==> src/rtl/sbp_pkg.sv <==
package sbp_pkg;

    localparam logic [31:0] ADR_DATA_LINES  = 32'h1008_4600;
    localparam logic [31:0] ADR_CTL_LINES   = 32'h1008_4604;
    localparam logic [31:0] ADR_XCVR_CTL    = 32'h1008_4608;
    localparam logic [31:0] ADR_TX_LIST_PTR = 32'h1008_4640;
    localparam logic [31:0] ADR_MODE_CTL    = 32'h1008_4654;
    localparam logic [31:0] ADR_CLK_PULSE   = 32'h1008_4658;
    localparam logic [31:0] ADR_PORT_CTL    = 32'h1008_4680;

    localparam int MODE_SINGLE_STEP = 0;
    localparam int MODE_EXT_LOOP    = 1;
    localparam int MODE_PORT_DRIVE  = 2;
    localparam int MODE_INT_TEST    = 3;
    localparam int XCVR_DATA_DRIVE  = 0;
    localparam int PCTL_PARITY_EN   = 1;
    localparam int PCTL_XFER_EN     = 15;
    localparam int PCTL_PARITY_ERR  = 16;

    localparam logic [3:0]  MODE_RST  = 4'h0;
    localparam logic [15:1] PTR_RST   = 15'h0000;
    localparam logic [3:0]  XCVR_RST  = 4'h0;

    typedef struct packed {
        logic        ack;
        logic [31:0] dat;
        logic [15:1] ptr;
        logic [3:0]  mode;
        logic [8:0]  dr0;
        logic [8:0]  dr1;
        logic [3:0]  dr2;
        logic        xfer_en;
        logic        par_en;
        logic        perr;
        logic [8:0]  d_s1;
        logic [8:0]  d_s2;
        logic [8:0]  c_s1;
        logic [8:0]  c_s2;
        logic [8:0]  bus_d;
        logic        bus_oe_n;
        logic [8:0]  ctl_d;
        logic        ctl_oe_n;
        logic [3:0]  xcvr;
        logic [8:0]  loop_d;
        logic [8:0]  loop_c;
        logic [3:0]  loop_x;
        logic        step;
    } sbp_state_t;

    function automatic logic [31:0] sbp_merge(
        input logic [31:0] old,
        input logic [31:0] wd,
        input logic [3:0]  sel
    );
        logic [31:0] r;
        r = old;
        for (int i = 0; i < 4; i++)
        begin
            if (sel[i])
            begin
                r[i*8 +: 8] = wd[i*8 +: 8];
            end
        end
        return r;
    endfunction : sbp_merge

    function automatic logic sbp_odd_ok(input logic [8:0] b);
        return ^b;
    endfunction : sbp_odd_ok

endpackage : sbp_pkg

==> src/rtl/sbp_diag_regs.sv <==
`timescale 1ns/1ps
module sbp_diag_regs
    import sbp_pkg::*;
(
    input  wire logic        CLK_I,
    input  wire logic        SYS_RST_I,
    input  wire logic        IO_RST_I,
    input  wire logic [31:0] ADR_I,
    input  wire logic [31:0] DAT_I,
    output logic      [31:0] DAT_O,
    input  wire logic        WE_I,
    input  wire logic [3:0]  SEL_I,
    input  wire logic        CYC_I,
    input  wire logic        STB_I,
    output logic             ACK_O,
    input  wire logic [8:0]  BUS_DATA_I,
    output logic      [8:0]  BUS_DATA_O,
    output logic             BUS_DATA_OE_N_O,
    input  wire logic [8:0]  BUS_CTL_I,
    output logic      [8:0]  BUS_CTL_O,
    output logic             BUS_CTL_OE_N_O,
    output logic      [3:0]  XCVR_O,
    input  wire logic [8:0]  CORE_DATA_I,
    input  wire logic        CORE_DATA_OE_I,
    input  wire logic [8:0]  CORE_CTL_I,
    input  wire logic        CORE_CTL_OE_I,
    input  wire logic [3:0]  CORE_XCVR_I,
    input  wire logic        CORE_STB_I,
    input  wire logic        TXN_DONE_I,
    input  wire logic [15:0] THREAD_WORD_I,
    output logic      [8:0]  LOOP_DATA_O,
    output logic      [8:0]  LOOP_CTL_O,
    output logic      [3:0]  LOOP_XCVR_O,
    output logic             STEP_O,
    output logic      [17:0] FETCH_ADDR_O,
    output logic             FETCH_VALID_O,
    output logic             PARITY_ERR_O
);

    sbp_state_t  s;
    sbp_state_t  next_s;
    logic        req;
    logic        wr;
    logic        clk_wr;
    logic        ptr_open;
    logic [31:0] rd;
    logic [31:0] wv;

    assign req = CYC_I & STB_I;
    // Write lands on the edge where the master sees ack
    assign wr = req & WE_I & s.ack;
    assign clk_wr = wr & (ADR_I == ADR_CLK_PULSE);
    assign ptr_open = (s.ptr == PTR_RST) | ~s.xfer_en;

    // Read view; data register shows the bus unless looped internally
    always_comb
    begin
        rd = 32'h0000_0000;
        case (ADR_I)
            ADR_DATA_LINES:
            begin
                rd[8:0] = s.mode[MODE_INT_TEST] ? s.dr0 : s.d_s2;
            end
            ADR_CTL_LINES:
            begin
                rd[8:0] = s.mode[MODE_INT_TEST] ? s.dr1 : s.c_s2;
            end
            ADR_XCVR_CTL:
            begin
                rd[3:0] = s.dr2;
            end
            ADR_TX_LIST_PTR:
            begin
                rd[15:0] = {s.ptr, 1'b0};
            end
            ADR_MODE_CTL:
            begin
                rd[3:0] = s.mode;
            end
            ADR_PORT_CTL:
            begin
                rd[PCTL_PARITY_EN] = s.par_en;
                rd[PCTL_XFER_EN] = s.xfer_en;
                rd[PCTL_PARITY_ERR] = s.perr;
            end
            default:
            begin
                rd = 32'h0000_0000;
            end
        endcase
    end

    always_comb
    begin
        next_s = s;
        wv = sbp_merge(rd, DAT_I, SEL_I);
        next_s.ack = req & ~s.ack;
        next_s.dat = (req & ~s.ack & ~WE_I) ? rd : 32'h0000_0000;
        next_s.d_s1 = BUS_DATA_I;
        next_s.d_s2 = s.d_s1;
        next_s.c_s1 = BUS_CTL_I;
        next_s.c_s2 = s.c_s1;
        if (wr)
        begin
            case (ADR_I)
                ADR_DATA_LINES:
                begin
                    next_s.dr0 = wv[8:0];
                end
                ADR_CTL_LINES:
                begin
                    next_s.dr1 = wv[8:0];
                end
                ADR_XCVR_CTL:
                begin
                    next_s.dr2 = wv[3:0];
                end
                ADR_TX_LIST_PTR:
                begin
                    if (ptr_open)
                    begin
                        next_s.ptr = wv[15:1];
                    end
                end
                ADR_MODE_CTL:
                begin
                    next_s.mode = wv[3:0];
                end
                ADR_PORT_CTL:
                begin
                    next_s.par_en = wv[PCTL_PARITY_EN];
                    next_s.xfer_en = wv[PCTL_XFER_EN];
                    // Clear only from the lane that carries the flag
                    if (SEL_I[PCTL_PARITY_ERR / 8] & DAT_I[PCTL_PARITY_ERR])
                    begin
                        next_s.perr = 1'b0;
                    end
                end
                default:
                begin
                    next_s.ack = s.ack & 1'b0;
                end
            endcase
        end
        // Completion reload beats a concurrent software write
        if (TXN_DONE_I)
        begin
            next_s.ptr = THREAD_WORD_I[15:1];
        end
        // Error set beats the software clear
        if (s.par_en & CORE_STB_I & ~sbp_odd_ok(s.loop_d))
        begin
            next_s.perr = 1'b1;
        end
        next_s.bus_d = s.mode[MODE_EXT_LOOP] ? s.dr0 : CORE_DATA_I;
        next_s.bus_oe_n = ~(s.mode[MODE_PORT_DRIVE] &
            (s.mode[MODE_EXT_LOOP] ? s.dr2[XCVR_DATA_DRIVE]
                                   : CORE_DATA_OE_I));
        next_s.ctl_d = s.mode[MODE_EXT_LOOP] ? s.dr1 : CORE_CTL_I;
        next_s.ctl_oe_n = ~(s.mode[MODE_PORT_DRIVE] &
            (s.mode[MODE_EXT_LOOP] | CORE_CTL_OE_I));
        next_s.xcvr = s.mode[MODE_EXT_LOOP] ? s.dr2 : CORE_XCVR_I;
        next_s.loop_d = s.mode[MODE_INT_TEST] ? s.dr0 : s.d_s2;
        next_s.loop_c = s.mode[MODE_INT_TEST] ? s.dr1 : s.c_s2;
        next_s.loop_x = s.mode[MODE_INT_TEST] ? s.dr2 : s.xcvr;
        // Free running unless single-stepped
        next_s.step = s.mode[MODE_SINGLE_STEP] ? clk_wr : 1'b1;
        if (IO_RST_I)
        begin
            next_s.ptr = PTR_RST;
            next_s.mode = MODE_RST;
            next_s.dr2 = XCVR_RST;
            next_s.xfer_en = 1'b0;
            next_s.par_en = 1'b0;
            next_s.perr = 1'b0;
        end
    end

    always_ff @(posedge CLK_I or posedge SYS_RST_I)
    begin
        if (SYS_RST_I)
        begin
            s <= '0;
            s.bus_oe_n <= 1'b1;
            s.ctl_oe_n <= 1'b1;
            s.step <= 1'b1;
        end
        else
        begin
            s <= next_s;
        end
    end

    assign ACK_O = s.ack;
    assign DAT_O = s.dat;
    assign BUS_DATA_O = s.bus_d;
    assign BUS_DATA_OE_N_O = s.bus_oe_n;
    assign BUS_CTL_O = s.ctl_d;
    assign BUS_CTL_OE_N_O = s.ctl_oe_n;
    assign XCVR_O = s.xcvr;
    assign LOOP_DATA_O = s.loop_d;
    assign LOOP_CTL_O = s.loop_c;
    assign LOOP_XCVR_O = s.loop_x;
    assign STEP_O = s.step;
    assign FETCH_ADDR_O = {s.ptr, 3'b000};
    assign FETCH_VALID_O = (s.ptr != PTR_RST);
    assign PARITY_ERR_O = s.perr;
endmodule : sbp_diag_regs

==> config.mk <==
export PLATFORM = sky130hd
export DESIGN_NAME = sbp_diag_regs
export DESIGN_NICKNAME = d
export VERILOG_FILES = /design/src/rtl/sbp_pkg.sv /design/src/rtl/sbp_diag_regs.sv
export SDC_FILE = /design/constraint.sdc
export NUM_CORES = 1
export LEC_CHECK = 0
export BUFFER_PORTS_ARGS = -buffer_cell sky130_fd_sc_hd__buf_2
export CORE_ASPECT_RATIO = 1.1
export CORE_MARGIN = 2
export CORE_UTILIZATION = 45
export CTS_CLUSTER_DIAMETER = 50
export DETAILED_ROUTE_END_ITERATION = 7
export GPL_TIMING_DRIVEN = 0
export HOLD_SLACK_MARGIN = 0.15
export PLACE_DENSITY = 0.73
export SLEW_MARGIN = 20
export SYNTH_ARGS = -nofsm -noshare
export SYNTH_HDL_FRONTEND = slang
export SYNTH_SLANG_ARGS = --single-unit
==> constraint.sdc <==
create_clock -name CLK_I -period 8.68 [get_ports CLK_I]
set_input_delay 0 -clock CLK_I [delete_from_list [all_inputs] [get_ports CLK_I]]
set_output_delay 0 -clock CLK_I [all_outputs]
set_load 0.03 [all_outputs]
# Word level (Yosys, flattened, before mapping)
# Cells that the tools add are included.
[op_classes]
muxes = 33
eq_ne = 7
bitwise_logic = 19
reduce_logical = 21
[ops]
columns = ["op", "n"]
rows = [
  ["$eq 32x29->1 const B", 7],
  ["$mux 9", 6],
  ["$mux 15", 3],
  ["$mux 44", 1],
  ["$mux 19", 1],
  ["$reduce_bool 3->1", 6],
  ["$mux 17", 1],
  ["$mux 4", 4],
  ["$mux 8", 2],
  ["$logic_not 15->1", 1],
  ["$pmux 5 s3", 1],
  ["$reduce_bool 15->1", 1],
  ["$and 1x1->1", 11],
  ["$pmux 2 s5", 1],
  ["$reduce_and 2->1", 5],
  ["$reduce_xor 9->1", 1],
  ["$reduce_bool 2->1", 4],
  ["$mux 1", 7],
  ["$mux 7", 1],
  ["$mux 6", 1],
  ["$not 1->1", 6],
  ["$pmux 1 s6", 1],
  ["$reduce_and 3->1", 2],
  ["$reduce_or 6->1", 1],
  ["4 further kinds", 5],
]
[totals]
in_bits = 134
regBits = 145
out_inout_bits = 100
word_cells = 103

# Longest topological paths before layout
# Gate-level depths: netlist of the first run.
[depth]
ltp_word = 8
ltp_mapped = 8
depth_no_buf = 6

# Least setup slack after synthesis of the first run
# Ideal clock, no wire load.
[synth_timing]
kind = "reg2reg"
start = "register s, in the netlist FETCH_ADDR_O[6]"
end = "register s, in the netlist FETCH_ADDR_O[4]"
required_ps = 8581
setup_time_ps = 99
setup_slack_ps = 6422
n_path_buf = 1
arrival_time_ps = 2158
stages_incl_launch_ff = 8
synth_period_minus_slack_ps = 2258
path_cell_list = "dfrtp_1 nor4_1 nand4_1 a21bo_2 nor4_4 buf_6 o22ai_1 a311oi_1"
[synth_between]
elab_chain_cells = 4
[synth_lines]
columns = ["element", "line", "text"]
rows = [
  ["from (decl)", "sbp_diag_regs.sv:40", "sbp_state_t s;"],
  ["from (signal assigned)", "sbp_diag_regs.sv:190", "s <= next_s;"],
  ["$logic_not 15->1", "sbp_diag_regs.sv:53", "assign ptr_open = (s.ptr == PTR_RST) | ~s.xfer_en;"],
  ["$or 1x1->1", "sbp_diag_regs.sv:53", ""],
  ["$reduce_bool 3->1 (no source line)", "n/a", ""],
  ["$reduce_and 3->1 (no source line)", "n/a", ""],
]
# No other way between the ends.
# A chain may end at the register's enable or synchronous reset.

==> results of run 1 <==
==> stage by stage <==
stage	hold WS (ps)	utilization (%)	cell area, sq um	worst slack, ps
2_1_floorplan	31.4	-	6640	4790
3_3_place_gp	108	54.9	7870	3170
3_5_place_dp	8.61	55.2	7910	5870
4_1_cts	175	66.5	9530	5350
5_1_grt	218	66.5	9530	5070
6_report	187	66.5	9530	5320
==> logic make-up after synthesis <==
logic type / share of synthesized area, %
DFF: 55.3
and+or+nand+nor: 11.5
buffers and inverters: 13.0
AOI/OAI and AO/OA: 8.53
muxes: 10.5
xor gates and xnor gates: 1.07
other: 0.0571
==> layer usage <==
layer  vias to the layer above  global-route usage [%]
met4                         0                    11.9
met5                         -                       0
met1                      2642                    31.0
met3                        49                    5.51
li1                       2538                       -
met2                       218                    41.0
==> synthesized netlist by cell type, drive strengths merged (11+ instances only) <==
library cell and instances:
inv 13, o21ai 14, mux2i 14, nor2 37, a21oi 16, nand2 17, buf 100, mux2 49
nand4 11, dfrtp 142, clkbuf 16
==> cell type report <==
class | instances | area, sq um | area share [%]
Sequential cell | 145 | 3630 | 38.1
Multi-Input combinational cell | 304 | 2150 | 22.6
Timing Repair Buffer | 299 | 2020 | 21.2
Buffer | 116 | 807 | 8.47
Clock buffer | 20 | 467 | 4.90
Tap cell | 192 | 240 | 2.52
Clock inverter | 12 | 156 | 1.64
Inverter | 13 | 56.3 | 0.591
==> critical path: cells and delay by family (launching register included) <==
kind            cells  cell delay [ps]
compound gates      4             1170
buf+inv             3             1200
flops               1              320
simple gates        1              160
mux                 1              400
==> power groups by stage <==
| stage | combinational, mW | clock [mW] | sequential [mW] |
|---|---|---|---|
| 3_5_place_dp | 0.184 | 0 | 0.722 |
| 3_3_place_gp | 0.181 | 0 | 0.722 |
| 2_1_floorplan | 0.121 | 0 | 0.719 |
| 6_report | 0.220 | 0.755 | 0.711 |
| 4_1_cts | 0.219 | 0.766 | 0.711 |
| 5_1_grt | 0.238 | 0.795 | 0.713 |
==> timing repair <==
action | CTS | global route
hold endpoints to repair | 238 | 0
hold buffers | 100 | 0
buffers inserted | 0 | 0
==> state kept, by name, summed over array words and instances, names as in the netlist <==
signal	cells
next_s	18
BUS_DATA_O	9
s	46
LOOP_XCVR_O	4
PARITY_ERR_O	1
STEP_O	1
ACK_O	1
XCVR_O	4
LOOP_DATA_O	9
FETCH_ADDR_O	15
BUS_DATA_OE_N_O	1
DAT_O	17
BUS_CTL_OE_N_O	1
BUS_CTL_O	9
LOOP_CTL_O	9
==> how the worst max path moves through the flow <==
stage	startpoint	end	cells after the start
finish	s[111]	FETCH_ADDR_O[3]	9
global route	s[111]	FETCH_ADDR_O[3]	9
CTS	s[111]	FETCH_ADDR_O[3]	9
detailed placement	s[111]	FETCH_ADDR_O[3]	8
global placement	SYS_RST_I	next_s[69]	2
floorplan	SYS_RST_I	ACK_O	1
==> reports/metrics.cfg, run 1 <==
[cts]
clk_pin_slew_worst_paths_ps=60
htreeDepth=4
cts_buffers=17
post_cts_resized=0
cts_buffer_depth=2
root_buffer=clkbuf_16
clkSinkCount=145
cts_tree=done
worst_skew_pair.late_latency_ps=420

[route]
drc=0
first_pass_iters=7
postRouteAntennaNets=0
first_iter_violations=370
drt-total-wl_um=18800
wire_per_inst_um=17.1
met2_length_um=9440
viasPerCell=4.95
highest-signal-layer=met4
dr_wl_met3_um=1100
vias=5447
met1_length_um=7650

[synthesis]
avgSynthCellArea_sq_um=11.7
syn_area_sq_um=6570
syn_inst=561
ys_seq_area_share_pct=55.3
ys_top_cells_by_area=dfrtp_1 (54%), buf_4 (11%), mux2_2 (8.4%)
synth_top_area_share_pct=54.1
synth-edff-count=0
ys_ff_latch=145
ys.flop_type=dfrtp_1
ys_warn_count=0
ys_async_sr_fraction_pct=100
yosysTopAreaCell=dfrtp_1
synth_cell_types=54

[cells_and_area]
fin_nets=1030
drive_above_1_share_pct=43.5
num-fill-cells=1093
final_cells=1101
layout_common_cells=buf_2 (201), dfrtp_1 (142), dlygate4sd3_1 (100)
syn_to_final_growth_pct=45.0
final_common_cell=buf_2
diodes=0

[timing]
finClkSkew_ps=9.78
post-route-period-util_pct=38.7
maxSlewViolCount=0
period_minus_slack_ps=3360
maxSlewHeadroom_pct=35.9
setup_tns_ps=0
max_slew.worst_pin.slew_ps=948
rsz0062_at_grt=false
hold_viol=0
fmax_mhz=298
setup_viol=0

[setup_path]
r2r_cells=9
cp.arrival_ps=3660
r2r_end=FETCH_ADDR_O[3]
regToRegSetupSlack_ps=5320
critPathKind=flip-flop to flip-flop
crit_path_top_delay_cell=a2bb2oi_1
crit_path_start_kind=flip-flop
worstPathMaxFanout=10
timing.rr.start=s[111]
cpPeakStageDelay_ps=710
end_kind=flip-flop
path_cells=clkbuf_1 > buf_2 > mux2_2 > a22oi_1 > o21ai_0 > nor2_1 > a2bb2oi_1 > o211ai_1 > dlygate4sd3_1
worstPathRequired_ps=8990

[pwr]
power_density_nw_per_um2=177
leakage_nw=4.63
finalPower_mw=1.69
clkPwrFrac_pct=44.8
power.share.sequential_pct=42.2
p_switching_uw=408
combPwrFrac_pct=13.1
switching_share_pct=24.2
intPower_mw=1.28
peakVddDrop_v=0.000125

[floorplanning]
initial_utilization_pct=45.9
core_sq_um=14300
fp.dieH_um=131
die_area_sq_um=15600
num_io_pins=234
rows=46
die_w_um=119

[outcome]
status=completed

[hold_path]
hold_class=input pin to flip-flop
hold_depth=6
hold_end=DAT_O[3]
worstHoldStart=ADR_I[5]

[global_route]
overflow=0
antenna_found_initial=0
grt_max_degree=103
grt_pass1_wl_um=28900
grt_pass1_vias=5489
grtUsageTotal_pct=24.7

[place]
numPortBuffers=198
hpwl_um=13100
post-place-cells=969
gp_congestion=0.910

[job]
cap_violations=0

(Power assumes the default switching activity.)
==> run 2, diff against run 1 <==
==> constraint.sdc (replaced) <==
create_clock -name CLK_I -period 3.5 [get_ports CLK_I]
set_input_delay 0 -clock CLK_I [delete_from_list [all_inputs] [get_ports CLK_I]]
set_output_delay 0 -clock CLK_I [all_outputs]
set_load 0.03 [all_outputs]
==> run 2 against run 1 <==
Against the previous run:
- fmax grew 6.7%
- final cell count is the same
- critical endpoint is now FETCH_ADDR_O[7]
- register-to-register slack lost 5000 ps
- routed wire length grew 4.4%
- critical path type unchanged
- critical path depth shrank 1
- clock skew shrank 2.0 ps
- combinational power grew to 2.5 times the previous value
- die area is the same
- global-route usage grew 1.1 points
- hold slack lost 14 ps
==> reports/metrics.cfg, run 2 (synthesis gave the netlist of run 1 again) <==
[cts]
worst_skew_pair.late_latency_ps=430
cts_buffer_depth=2
root_buffer=clkbuf_16
clk_pin_slew_worst_paths_ps=60
htreeDepth=4
cts_buffers=17
clkSinkCount=145
cts_tree=done
cts_setup_buffers=0

[setup_path]
crit_path_start_kind=flip-flop
cp-startpoint=s[111]
worstPathMaxFanout=10
crit_path_top_delay_cell=clkbuf_1
crit_top_cell=clkbuf_1
cpPeakStageDelay_ps=640
timing.rr.start=s[111]
end_kind=flip-flop
worstPathRequired_ps=3860
crit_family=buffers and inverters
critPathKind=flip-flop to flip-flop
path_cells=clkbuf_1 > clkbuf_1 > mux2_2 > mux2i_1 > o21ai_0 > nand2_1 > a311oi_1 > dlygate4sd3_1
crit_buf_inv=3
cp.arrival_ps=3510

[global_route]
antenna_found_initial=0
grtUsageTotal_pct=25.8
grt_use_met1_pct=33.4
grt_max_degree=37
gr-usage-met2_pct=43.5
grtUsageMet3_pct=6.21
grt_pass1_vias=5523
overflow=0
top_usage_layer=met2
grt_pass1_wl_um=30000

[hold_path]
worstHoldStart=SEL_I[1]
hold_class=input pin to flip-flop

[cells_and_area]
drive_above_1_share_pct=43.8
final_cells=1101
regMostFlops=s
diodes=0
layout_common_cells=buf_2 (201), dfrtp_1 (142), dlygate4sd3_1 (97)
final_common_cell=buf_2
fin_nets=1030
largest_register_ffs=46
syn_to_final_growth_pct=46.2

[floorplanning]
die_area_sq_um=15600
core_sq_um=14300
initial_utilization_pct=45.9
rows=46
die_w_um=119
fp.dieH_um=131
num_io_pins=234

[timing]
finClkSkew_ps=7.77
rsz0062_at_grt=false
period_minus_slack_ps=3150
fmax_mhz=318
max_slew.worst_pin.slew_ps=969
setup_viol=0
hold_viol=0
maxSlewViolCount=0
post-route-period-util_pct=89.9
setup_tns_ps=0
maxSlewHeadroom_pct=35.1

[route]
first_iter_violations=351
drc=0
postRouteAntennaNets=0
viasPerCell=4.98
wire_per_inst_um=17.8
first_pass_iters=5
vias=5481
drt-total-wl_um=19600

[pwr]
peakVddDrop_v=0.000341
clkPwrFrac_pct=47.0
power.share.sequential_pct=40.3
power_density_nw_per_um2=456
intPower_mw=3.34
p_switching_mw=1.03
switching_share_pct=23.6
leakage_nw=4.66
combPwrFrac_pct=12.7

[place]
gp_congestion=0.866
numPortBuffers=198
post-place-cells=972
hpwl_um=13900

[job]
cap_violations=0

[outcome]
status=completed

-- run 2: changes by cell type in the layout (fill, tap and decap cells not counted) --
cell and delta:
clkinv_4 +1, clkinvlp_4 -1, bufinv_16 +2, dlygate4sd3_1 -3, inv_8 -1, buf_16 -1, buf_12 +4, clkinv_2 -2
clkbuf_8 +1
-- run 2: metrics by stage --
| step | total power, mW | hold slack (ps) | setup slack (ps) | utilization (%) | area (sq um) |
|---|---|---|---|---|---|
| CTS | 4.39 | 151 | 364 | 67.0 | 9600 |
| floorplan | 2.08 | 31.4 | 1240 | - | 6640 |
| finish | 4.38 | 173 | 354 | 67.0 | 9610 |
| global route | 4.53 | 193 | 58.6 | 67.0 | 9610 |
| global placement | 2.24 | 107 | 579 | 54.9 | 7870 |
| detailed placement | 2.26 | -13.5 | 575 | 55.5 | 7960 |
-- run 2: layout make-up --
class	count	area [sq um]
timing repair buffer	299	2040
fill	1068	4720
inverter	13	52.6
sequential	145	3630
buffer	116	807
tap	192	240
clock buffer	21	480
clock inverter	11	200
multi-input combinational	304	2150
-- run 2: repair_timing --
item / 4_1_cts / 5_1_grt
hold buffers: 96 / 1
hold endpoints to repair: 199 / 1
gates resized for setup: 0 / 0
-- run 2: routing by layer --
metal	wire length, um	part of all wire [%]
met1	8170	42
met2	10000	51
met4	323	1.6
met3	1150	5.8
met5	0	0
-- run 2: worst paths after layout --
check                              endpoint  cells after the start  slack [ps]
hold reg to reg                       s[71]                      0         350
setup / recovery            FETCH_ADDR_O[7]                      8         350
setup reg to reg            FETCH_ADDR_O[7]                      8         350
max in group asynchronous             s[72]                      7        1850
min in group asynchronous    LOOP_XCVR_O[3]                      4         690
hold / removal             FETCH_ADDR_O[15]                      3         170
-- run 2: power groups by stage --
stage	Clock (mW)	Combinational, mW	Sequential, mW
6_report	2.06	0.554	1.76
5_1_grt	2.16	0.595	1.77
4_1_cts	2.08	0.550	1.76
3_5_place_dp	0	0.468	1.79
3_3_place_gp	0	0.451	1.79
2_1_floorplan	0	0.300	1.78
-- run 2: worst min-delay path: stages --
cell	delay, ps
buf_2	160
a21o_1	250
o32ai_1	130
